`src/uart_rx_pkg.sv`:
```
package uart_rx_pkg;
    localparam int ADDR_W = 8;
    localparam logic [ADDR_W-1:0] OFS_BAUD_CONTROL = 8'h00;
    localparam logic [ADDR_W-1:0] OFS_RECEIVE_DATA_BUFFER = 8'h04;
    localparam logic [ADDR_W-1:0] OFS_RECEIVE_STATUS_CONTROL = 8'h08;
    localparam logic [ADDR_W-1:0] OFS_BAUD_DIVISOR_LOW = 8'h0c;
    localparam logic [ADDR_W-1:0] OFS_BAUD_DIVISOR_HIGH = 8'h10;
    localparam logic [ADDR_W-1:0] OFS_TRANSMIT_STATUS_CONTROL = 8'h14;
    localparam logic [ADDR_W-1:0] OFS_INTERRUPT_ENABLE = 8'h18;
    localparam logic [ADDR_W-1:0] OFS_EVENT_STATUS = 8'h1c;
    localparam logic [ADDR_W-1:0] OFS_EVENT_MASK = 8'h20;

    // receive_status_control fields
    localparam int SERIAL_PORT_ENABLE_BIT = 7;
    localparam int NINE_BIT_RECEIVE_SELECT_BIT = 6;
    localparam int SINGLE_RECEIVE_ENABLE_BIT = 5;
    localparam int CONTINUOUS_RECEIVE_ENABLE_BIT = 4;
    localparam int ADDRESS_DETECT_ENABLE_BIT = 3;
    localparam int FRAMING_ERROR_FLAG_BIT = 2;
    localparam int OVERRUN_ERROR_FLAG_BIT = 1;
    localparam int RECEIVED_NINTH_BIT_BIT = 0;
    // transmit_status_control fields
    localparam int CLOCKED_MODE_SELECT_BIT = 4;
    localparam int HIGH_SPEED_BAUD_SELECT_BIT = 2;
    localparam int SHIFT_EMPTY_BIT = 1;
    localparam logic [7:0] TRANSMIT_STATUS_CONTROL_WRITE_MASK = 8'hfd;
    // baud_control fields
    localparam int AUTOBAUD_OVERFLOW_BIT = 7;
    localparam int RECEIVER_IDLE_FLAG_BIT = 6;
    localparam int WIDE_DIVISOR_SELECT_BIT = 3;
    localparam int AUTOBAUD_ENABLE_BIT = 0;
    localparam logic [7:0] BAUD_CONTROL_WRITE_MASK = 8'h1b;
    // interrupt_enable fields
    localparam int GLOBAL_INTERRUPT_ENABLE_BIT = 7;
    localparam int PERIPHERAL_INTERRUPT_ENABLE_BIT = 6;
    localparam int RECEIVE_INTERRUPT_ENABLE_BIT = 5;
    // event_status / event_mask fields
    localparam int EVT_W = 4;
    localparam int EVT_CHAR_BIT = 0;
    localparam int EVT_OVERRUN_BIT = 1;
    localparam int EVT_FRAMING_BIT = 2;
    localparam int EVT_AUTOBAUD_BIT = 3;

    localparam logic [7:0] RECEIVE_STATUS_CONTROL_RESET = 8'h00;
    localparam logic [7:0] TRANSMIT_STATUS_CONTROL_RESET = 8'h00;
    localparam logic [7:0] BAUD_CONTROL_RESET = 8'h00;
    localparam logic [15:0] DIVISOR_RESET = 16'h0000;
    localparam logic [7:0] IEN_RESET = 8'h00;
    localparam logic [EVT_W-1:0] EVT_RESET = 4'h0;

    localparam int FIFO_DEPTH = 2;
    localparam int PERIOD_W = 22;
    localparam int AB_CNT_W = 24;
    // Falling edges after the first that close the autobaud window (8 bits)
    localparam logic [2:0] AB_EDGES = 3'd4;
    localparam logic [2:0] SHIFT_BOTH = 3'd2;
    localparam logic [2:0] SHIFT_ONE = 3'd4;
    localparam logic [2:0] SHIFT_NONE = 3'd6;

    typedef enum logic [1:0] {
        RX_IDLE,
        RX_START,
        RX_DATA,
        RX_STOP
    } rx_state_t;
endpackage : uart_rx_pkg

```
`src/async_rx_address_detect.sv`:
```
// Overview of operation
// - Address mode stores only ninth-bit-set characters
// - Character interrupt needs pending flag and receive enable
// - Address-mode characters report ninth bit one
// - Data read returns oldest character low byte
// - Clearing continuous receive clears overrun flag
// - Without address mode every character stored while the buffer has room and no overrun stands
// - Asynchronous receive only with clocked mode zero
// - Character interrupt needs receive, peripheral, global enables
// - Autobaud measurement rewrites the baud divisor
// - Two-deep buffer; third character sets overrun
// - Start checked at half bit, glitch dropped
// - Zero stop sample marks framing error
module async_rx_address_detect (
    input wire logic pclk,
    input wire logic presetn,
    input wire logic psel,
    input wire logic penable,
    input wire logic pwrite,
    input wire logic [uart_rx_pkg::ADDR_W-1:0] paddr,
    input wire logic [31:0] pwdata,
    output logic [31:0] prdata,
    output logic pready,
    output logic pslverr,
    input wire logic receive_pin,
    output logic receive_pending_flag,
    output logic irq
);
    import uart_rx_pkg::*;

    typedef struct packed {
        rx_state_t st;
        logic [PERIOD_W-1:0] cnt;
        logic [3:0] bitn;
        logic [8:0] shreg;
        logic [2:0] hist;
        logic [1:0][9:0] fifo;
        logic [1:0] fcount;
        logic [7:0] receive_status_control;
        logic [7:0] transmit_status_control;
        logic [7:0] baud_control;
        logic [15:0] div;
        logic [7:0] ien;
        logic [EVT_W-1:0] evt;
        logic [EVT_W-1:0] mask;
        logic ab_run;
        logic [2:0] ab_edges;
        logic [AB_CNT_W-1:0] ab_cnt;
        logic [31:0] prdata;
    } state_t;

    state_t state_reg;
    state_t state_next;

    function automatic logic [2:0] mult_shift(input logic wide, input logic fast);
        if (wide && fast) begin
            return SHIFT_BOTH;
        end else if (wide || fast) begin
            return SHIFT_ONE;
        end
        return SHIFT_NONE;
    endfunction : mult_shift

    function automatic logic [PERIOD_W-1:0] bit_period(input logic [15:0] dv,
                                                       input logic wide, input logic fast);
        logic [16:0] n1;
        n1 = wide ? ({1'b0, dv} + 17'd1) : ({9'h000, dv[7:0]} + 17'd1);
        return {5'h00, n1} << mult_shift(wide, fast);
    endfunction : bit_period

    logic maj;
    logic fall;
    logic rx_on;
    logic addr_mode;
    logic [PERIOD_W-1:0] period;
    logic wr;
    logic rd_acc;
    logic setup_rd;
    logic mapped;
    logic [7:0] rd_val;
    logic [9:0] top;
    logic [9:0] entry;
    logic accept;
    logic [AB_CNT_W-1:0] ab_div;

    assign maj = (state_reg.hist[0] & state_reg.hist[1]) | (state_reg.hist[0] & state_reg.hist[2])
               | (state_reg.hist[1] & state_reg.hist[2]);
    assign fall = state_reg.hist[0] & ~receive_pin;
    assign rx_on = state_reg.receive_status_control[SERIAL_PORT_ENABLE_BIT]
                 & state_reg.receive_status_control[CONTINUOUS_RECEIVE_ENABLE_BIT]
                 & ~state_reg.transmit_status_control[CLOCKED_MODE_SELECT_BIT]
                 & ~state_reg.baud_control[AUTOBAUD_ENABLE_BIT];
    // Address detection only means something with nine-bit frames
    assign addr_mode = state_reg.receive_status_control[ADDRESS_DETECT_ENABLE_BIT]
                     & state_reg.receive_status_control[NINE_BIT_RECEIVE_SELECT_BIT];
    assign period = bit_period(state_reg.div, state_reg.baud_control[WIDE_DIVISOR_SELECT_BIT],
                               state_reg.transmit_status_control[HIGH_SPEED_BAUD_SELECT_BIT]);
    assign wr = psel & penable & pwrite;
    assign rd_acc = psel & penable & ~pwrite;
    assign setup_rd = psel & ~penable & ~pwrite;
    assign top = state_reg.fifo[0];
    // Four-bit shift sum: three bits would wrap for the slowest multiplier
    assign ab_div = state_reg.ab_cnt
                  >> ({1'b0, mult_shift(state_reg.baud_control[WIDE_DIVISOR_SELECT_BIT],
                                        state_reg.transmit_status_control[HIGH_SPEED_BAUD_SELECT_BIT])} + 4'd3);

    always_comb begin
        mapped = 1'b1;
        rd_val = 8'h00;
        unique case (paddr)
            OFS_BAUD_CONTROL: begin
                rd_val = state_reg.baud_control;
                // A start not yet verified still counts as idle
                rd_val[RECEIVER_IDLE_FLAG_BIT] = (state_reg.st == RX_IDLE)
                                               | (state_reg.st == RX_START);
            end
            OFS_RECEIVE_DATA_BUFFER: rd_val = state_reg.fcount != 2'd0 ? top[7:0] : 8'h00;
            OFS_RECEIVE_STATUS_CONTROL: begin
                rd_val = state_reg.receive_status_control;
                if (state_reg.fcount != 2'd0) begin
                    rd_val[FRAMING_ERROR_FLAG_BIT] = top[9];
                    rd_val[RECEIVED_NINTH_BIT_BIT] = top[8];
                end
            end
            OFS_BAUD_DIVISOR_LOW: rd_val = state_reg.div[7:0];
            OFS_BAUD_DIVISOR_HIGH: rd_val = state_reg.div[15:8];
            OFS_TRANSMIT_STATUS_CONTROL: begin
                rd_val = state_reg.transmit_status_control;
                rd_val[SHIFT_EMPTY_BIT] = 1'b1;
            end
            OFS_INTERRUPT_ENABLE: rd_val = state_reg.ien;
            OFS_EVENT_STATUS: rd_val = {4'h0, state_reg.evt};
            OFS_EVENT_MASK: rd_val = {4'h0, state_reg.mask};
            default: mapped = 1'b0;
        endcase
    end

    always_comb begin
        state_next = state_reg;
        entry = 10'h000;
        accept = 1'b0;
        state_next.hist = {state_reg.hist[1:0], receive_pin};
        if (setup_rd) begin
            state_next.prdata = {24'h000000, rd_val};
        end

        if (wr && mapped) begin
            unique case (paddr)
                OFS_BAUD_CONTROL: begin
                    state_next.baud_control = (state_reg.baud_control & ~BAUD_CONTROL_WRITE_MASK)
                                       | (pwdata[7:0] & BAUD_CONTROL_WRITE_MASK);
                    if (!pwdata[AUTOBAUD_OVERFLOW_BIT]) begin
                        state_next.baud_control[AUTOBAUD_OVERFLOW_BIT] = 1'b0;
                    end
                end
                OFS_RECEIVE_STATUS_CONTROL: begin
                    state_next.receive_status_control[7:3] = pwdata[7:3];
                    if (!pwdata[CONTINUOUS_RECEIVE_ENABLE_BIT]) begin
                        state_next.receive_status_control[OVERRUN_ERROR_FLAG_BIT] = 1'b0;
                    end
                end
                OFS_BAUD_DIVISOR_LOW: state_next.div[7:0] = pwdata[7:0];
                OFS_BAUD_DIVISOR_HIGH: state_next.div[15:8] = pwdata[7:0];
                OFS_TRANSMIT_STATUS_CONTROL: state_next.transmit_status_control = pwdata[7:0] & TRANSMIT_STATUS_CONTROL_WRITE_MASK;
                OFS_INTERRUPT_ENABLE: state_next.ien = {pwdata[7:5], 5'h00};
                OFS_EVENT_STATUS: state_next.evt = state_reg.evt & ~pwdata[EVT_W-1:0];
                OFS_EVENT_MASK: state_next.mask = pwdata[EVT_W-1:0];
                default: state_next.mask = state_reg.mask;
            endcase
        end

        // Pop the oldest character when its data byte is read
        if (rd_acc && paddr == OFS_RECEIVE_DATA_BUFFER && state_reg.fcount != 2'd0) begin
            state_next.fifo[0] = state_reg.fifo[1];
            state_next.fcount = state_reg.fcount - 2'd1;
        end

        unique case (state_reg.st)
            RX_IDLE: begin
                if (rx_on && fall) begin
                    state_next.st = RX_START;
                    state_next.cnt = (period >> 1) - 22'd1;
                end
            end
            RX_START: begin
                if (state_reg.cnt != '0) begin
                    state_next.cnt = state_reg.cnt - 22'd1;
                end else if (!maj) begin
                    state_next.st = RX_DATA;
                    state_next.cnt = period - 22'd1;
                    state_next.bitn = 4'd0;
                end else begin
                    state_next.st = RX_IDLE;
                end
            end
            RX_DATA: begin
                if (state_reg.cnt != '0) begin
                    state_next.cnt = state_reg.cnt - 22'd1;
                end else begin
                    state_next.shreg = {maj, state_reg.shreg[8:1]};
                    state_next.cnt = period - 22'd1;
                    state_next.bitn = state_reg.bitn + 4'd1;
                    if (state_reg.bitn == (state_reg.receive_status_control[NINE_BIT_RECEIVE_SELECT_BIT] ? 4'd8 : 4'd7)) begin
                        state_next.st = RX_STOP;
                    end
                end
            end
            RX_STOP: begin
                if (state_reg.cnt != '0) begin
                    state_next.cnt = state_reg.cnt - 22'd1;
                end else begin
                    state_next.st = RX_IDLE;
                    entry[9] = ~maj;
                    if (state_reg.receive_status_control[NINE_BIT_RECEIVE_SELECT_BIT]) begin
                        entry[8:0] = state_reg.shreg;
                    end else begin
                        entry[8:0] = {1'b0, state_reg.shreg[8:1]};
                    end
                    accept = rx_on & (~addr_mode | entry[8]);
                    // While overrun stands the character is lost by design
                    if (accept && !state_reg.receive_status_control[OVERRUN_ERROR_FLAG_BIT]) begin
                        if (state_next.fcount == 2'(FIFO_DEPTH)) begin
                            state_next.receive_status_control[OVERRUN_ERROR_FLAG_BIT] = 1'b1;
                            state_next.evt[EVT_OVERRUN_BIT] = 1'b1;
                        end else begin
                            state_next.fifo[state_next.fcount[0]] = entry;
                            state_next.fcount = state_next.fcount + 2'd1;
                            state_next.evt[EVT_CHAR_BIT] = 1'b1;
                            state_next.evt[EVT_FRAMING_BIT] = state_next.evt[EVT_FRAMING_BIT]
                                                            | entry[9];
                        end
                    end
                end
            end
        endcase

        // Autobaud: 8 bit times between the 1st and 5th falling edge
        if (state_reg.receive_status_control[SERIAL_PORT_ENABLE_BIT] && state_reg.baud_control[AUTOBAUD_ENABLE_BIT]) begin
            if (state_reg.ab_run) begin
                state_next.ab_cnt = state_reg.ab_cnt + 24'd1;
                if (&state_reg.ab_cnt) begin
                    state_next.baud_control[AUTOBAUD_OVERFLOW_BIT] = 1'b1;
                    state_next.baud_control[AUTOBAUD_ENABLE_BIT] = 1'b0;
                    state_next.ab_run = 1'b0;
                end else if (fall) begin
                    state_next.ab_edges = state_reg.ab_edges + 3'd1;
                    if (state_reg.ab_edges == AB_EDGES - 3'd1) begin
                        state_next.div = ab_div[15:0] - 16'd1;
                        state_next.baud_control[AUTOBAUD_ENABLE_BIT] = 1'b0;
                        state_next.ab_run = 1'b0;
                        state_next.evt[EVT_AUTOBAUD_BIT] = 1'b1;
                    end
                end
            end else if (fall) begin
                state_next.ab_run = 1'b1;
                // Start at one so the count at the fifth edge is the full span
                state_next.ab_cnt = AB_CNT_W'(1);
                state_next.ab_edges = 3'd0;
            end
        end else begin
            state_next.ab_run = 1'b0;
        end

        // Port disable resets the receiver, buffer and error flags
        if (!state_next.receive_status_control[SERIAL_PORT_ENABLE_BIT] || !state_reg.receive_status_control[SERIAL_PORT_ENABLE_BIT]) begin
            if (!state_next.receive_status_control[SERIAL_PORT_ENABLE_BIT]) begin
                state_next.st = RX_IDLE;
                state_next.fcount = 2'd0;
                state_next.receive_status_control[OVERRUN_ERROR_FLAG_BIT] = 1'b0;
                state_next.ab_run = 1'b0;
            end
        end
        if (state_reg.st != RX_IDLE && !rx_on) begin
            state_next.st = RX_IDLE;
        end
    end

    always_ff @(posedge pclk or negedge presetn) begin
        if (!presetn) begin
            state_reg <= '{st: RX_IDLE, cnt: '0, bitn: 4'h0, shreg: 9'h000, hist: 3'h7,
                           fifo: '0, fcount: 2'h0, receive_status_control: RECEIVE_STATUS_CONTROL_RESET, transmit_status_control: TRANSMIT_STATUS_CONTROL_RESET,
                           baud_control: BAUD_CONTROL_RESET, div: DIVISOR_RESET, ien: IEN_RESET,
                           evt: EVT_RESET, mask: EVT_RESET, ab_run: 1'b0, ab_edges: 3'h0,
                           ab_cnt: '0, prdata: 32'h00000000};
        end else begin
            state_reg <= state_next;
        end
    end

    assign prdata = state_reg.prdata;
    assign pready = 1'b1;
    assign pslverr = psel & penable & ~mapped;
    assign receive_pending_flag = state_reg.fcount != 2'd0;
    // Character-pending request plus masked sticky events, all behind the two top gates
    assign irq = state_reg.ien[GLOBAL_INTERRUPT_ENABLE_BIT]
               & state_reg.ien[PERIPHERAL_INTERRUPT_ENABLE_BIT]
               & ((receive_pending_flag & state_reg.ien[RECEIVE_INTERRUPT_ENABLE_BIT])
                  | (|(state_reg.evt & state_reg.mask)));
endmodule : async_rx_address_detect

```
`config.mk`:
```
export PLATFORM = sky130hd
export DESIGN_NAME = async_rx_address_detect
export DESIGN_NICKNAME = d
export VERILOG_FILES = /design/src/uart_rx_pkg.sv /design/src/async_rx_address_detect.sv
export SDC_FILE = /design/constraint.sdc
export NUM_CORES = 1
export LEC_CHECK = 0
export BUFFER_PORTS_ARGS = -buffer_cell sky130_fd_sc_hd__buf_2
export CORE_ASPECT_RATIO = 1.25
export CORE_UTILIZATION = 35
export DETAILED_ROUTE_END_ITERATION = 7
export MAX_ROUTING_LAYER = met4
export PLACE_DENSITY = 0.52
export SETUP_SLACK_MARGIN = 0.4
export SLEW_MARGIN = 40
export SYNTH_ARGS = -nofsm -noshare
export SYNTH_HDL_FRONTEND = slang
export SYNTH_SLANG_ARGS = --single-unit
```
`constraint.sdc`:
```
create_clock -name pclk -period 3.7 [get_ports pclk]
set_clock_uncertainty 0.1 [all_clocks]
set_input_delay 0.37 -clock pclk [delete_from_list [all_inputs] [get_ports pclk]]
set_output_delay 0.37 -clock pclk [all_outputs]
set_load 0.05 [all_outputs]
```
==> impl_metrics.tcl <==
set metrics [dict create \
    status "finished, final reports clean" \
    ys_warn_count 0 \
    path_max_fanout 8 \
    grt_pass1_vias 9022 \
    pwr-share-comb 0.066 \
    wl_mm 30.2 \
    layout-drive-gt1-share 0.220 \
    grt_pass1_wl_mm 48.9 \
    root_buffer "clkbuf_16" \
    setup_viol 0 \
    syn_area_per_cell_um2 8.47 \
    core_area_mm2 0.0293 \
    power.share.clock 0.483 \
    synth_seq_area_share 0.343 \
    synth-seq-cells 143 \
    multi_input_area_mm2 0.00671 \
    grt_usage 0.210 \
    drc 0 \
    htreeDepth 4 \
    synthFlopType "dfrtp_1" \
    fp.dieW_um 156 \
    finalPower_mw 3.53 \
    via_count 9261 \
    nets 1363 \
    swShare 0.273 \
    io_pins 82 \
    synthArstFlopShare 1.00 \
    stdcell_count 1712 \
    power.density_mw_per_mm2 283 \
    synth_edf_count 0 \
    place_congestion 0.869 \
    antenna_found_initial 0 \
    syn_to_final_growth_pct 19.5 \
    seqPwrFrac 0.451 \
    largest_register_ffs 123 \
    critPathLaunchType "flip-flop" \
    start_util 0.357 \
    cts.sink_count 143 \
    dieArea_mm2 0.0305 \
    port_buffers 32 \
    place_inst 1668 \
    hold_path_class "primary input to flip-flop" \
    grt.overflow.total 0 \
    cp_data_required_time_ps 3910 \
    clockBufferDepth 2 \
    synth.distinct_cells 93 \
    slew_violations 0 \
    end_kind "flip-flop" \
    cts_made_buffers 17 \
    antennaDiodeCount 0 \
    p_switching_mw 0.965 \
    rsz0062_at_grt "true" \
    maxCapViolations 0 \
    ant_nets 0 \
    grt_max_degree 92 \
    period_minus_slack_ps 3360 \
    finalHoldViolCount 0 \
    ys_top_cells_by_area "dfrtp_1 34%, nand2_1 5.1%, mux2i_1 4.3%, nor2_1 4.1%, o21ai_0 4.0%" \
    synth_cells 1232 \
    first_pass_iters 5 \
    p_leak_nw 5.24 \
    internal_power_mw 2.56 \
    clk-insertion-delay-late_ps 430 \
    fin_crit_sh 0.908 \
    regArea_mm2 0.00358 \
    fillers 2970 \
    synthesis.area_mm2 0.0104 \
    clk_pin_slew_ps 70 \
    routed_via_density 5.41 \
    yosys.area.top_type_share 0.336 \
    ir_worst_vdd_mv 0.304 \
    hpwlAfterDp_mm 22.3 \
    rows 70 \
    slew_headroom 0.522 \
    cts_tree "yes" \
    tightest_slew_ps 716 \
    dieHeight_um 195 \
    routedWlPerCell_um 17.6 \
    first_iter_violations 540 \
    worst_hold_slack_ps 163 \
    max_freq_ghz 0.298 \
    tns_ps 0 \
    synth_largest_area_cell "dfrtp_1" \
    path_class "flip-flop to flip-flop" \
    cp.arrival_ps 3570 \
]
[critical path, stage by stage (launching register included)]
cell and delay [ps]:
dfrtp_1 420, ha_4 350, nor2b_1 60, a211o_1 260, ha_2 190, inv_2 60, o21ai_4 60, nor4b_4 260
nor4b_4 300, nand3_2 140, or4b_4 570, xnor2_2 150, a221oi_2 230, a21oi_1 90
[kinds of logic (layout without fill, tap and decap cells)]
group / Yosys count / in the layout / share of synthesized area
mux: 80 / 80 / 0.0820
simple gates: 485 / 485 / 0.242
compound gates: 305 / 305 / 0.193
xor+xnor: 61 / 61 / 0.0519
other cells: 2 / 25 / 0.000719
flops: 143 / 143 / 0.343
fa+ha+maj: 19 / 19 / 0.0216
buf+inv: 137 / 198 / 0.0663
[power groups by stage]
stage               clock network, mW  registers [mW]  logic [mW]
floorplan                           0            1.62       0.185
global placement                    0            1.62       0.230
detailed placement                  0            1.62       0.232
CTS                              1.75            1.59       0.235
global route                     1.81            1.59       0.252
finish                           1.70            1.59       0.232
[worst paths after layout]
kind                                                  from                    endpoint  slack [ps]  depth (start not counted)
min in group asynchronous                          presetn  state_reg[142]$_DFFE_PN0P_         370                          2
worst max-delay path            state_reg[102]$_DFFE_PN0P_  state_reg[173]$_DFFE_PN0P_         340                         13
worst min-delay path                             pwdata[1]   state_reg[61]$_DFFE_PN0P_         160                          2
max in group asynchronous                          presetn     state_reg[82]$_DFF_PN0_        2230                          3
worst max register to register  state_reg[102]$_DFFE_PN0P_  state_reg[173]$_DFFE_PN0P_         340                         13
worst min register to register   state_next[140]$_DFF_PN1_    state_reg[140]$_DFF_PN1_         270                          0
[cell usage in the layout, fill, tap and decap left out, types with 7 or more instances in the layout]
master	n
a211oi_1	13
a21oi_1	80
a221oi_1	9
a222oi_1	8
a22oi_1	13
a31oi_1	9
and2_1	12
and3_1	26
buf_2	31
buf_4	85
clkbuf_16	17
conb_1	25
dfrtp_1	138
ha_1	10
inv_1	33
mux2_2	34
mux2i_1	43
nand2_1	140
nand2b_1	7
nand3_1	51
nand3b_1	7
nand4_1	9
nor2_1	113
nor2b_1	11
nor3_1	15
nor4_1	8
nor4_4	7
o21ai_0	78
o21ai_1	7
o22ai_1	9
o31ai_1	7
or3_1	9
xnor2_1	37
xor2_1	21
[Yosys cell counts, drive strengths merged, types with 6 or more instances]
| cell type | instances |
|---|---|
| inv | 34 |
| o211ai | 6 |
| nor3 | 26 |
| a21oi | 81 |
| o31ai | 8 |
| nor2 | 115 |
| mux2i | 45 |
| or4 | 7 |
| a221oi | 11 |
| a22oi | 14 |
| ha | 14 |
| or2 | 7 |
| and2 | 18 |
| mux2 | 34 |
| a211oi | 18 |
| nor2b | 11 |
| nand2 | 141 |
| nand2b | 7 |
| nand3 | 56 |
| a222oi | 8 |
| nand3b | 7 |
| or3 | 13 |
| o22ai | 9 |
| and3 | 26 |
| xnor2 | 40 |
| xor2 | 21 |
| nand4 | 11 |
| buf | 57 |
| nor4 | 17 |
| a31oi | 11 |
| o21ai | 87 |
| dfrtp | 140 |
| clkbuf | 44 |
[routing by layer]
| layer | vias up | share of wire | routed length [µm] | global-route usage |
|---|---|---|---|---|
| li1 | 4575 | - | - | - |
| met1 | 4458 | 0.45 | 13600 | 0.262 |
| met2 | 188 | 0.49 | 14900 | 0.344 |
| met3 | 40 | 0.028 | 857 | 0.0282 |
| met4 | 0 | 0.030 | 907 | 0.0784 |
| met5 | - | 0 | 0 | - |
[per-stage QoR]
step           utilization  setup WS (ps)  area [µm²]
2_1_floorplan            -           38.5       10600
3_3_place_gp         0.388            123       11400
3_5_place_dp         0.389           52.8       11400
4_1_cts              0.417            341       12200
5_1_grt              0.427            212       12500
6_report             0.427            341       12500
[timing repair]
| item | 4_1_cts | 5_1_grt |
|---|---|---|
| hold endpoints to repair | 53 | 0 |
| endpoints found under the setup margin | 16 | 32 |
| gates resized for setup | 39 | 48 |
| setup buffers | 7 | 3 |
| pin swaps | 16 | 11 |
| hold buffers | 2 | 0 |
[area by class of cell]
cell class              instances  share of cell area
inverters                      36              0.0109
well taps                     396              0.0397
flip-flops and latches        143               0.287
repair buffers                130              0.0794
multi-input cells             975               0.538
clock inverters                13              0.0103
clock buffers                  19              0.0347
No activity file was read; power rests on OpenSTA's default activity.
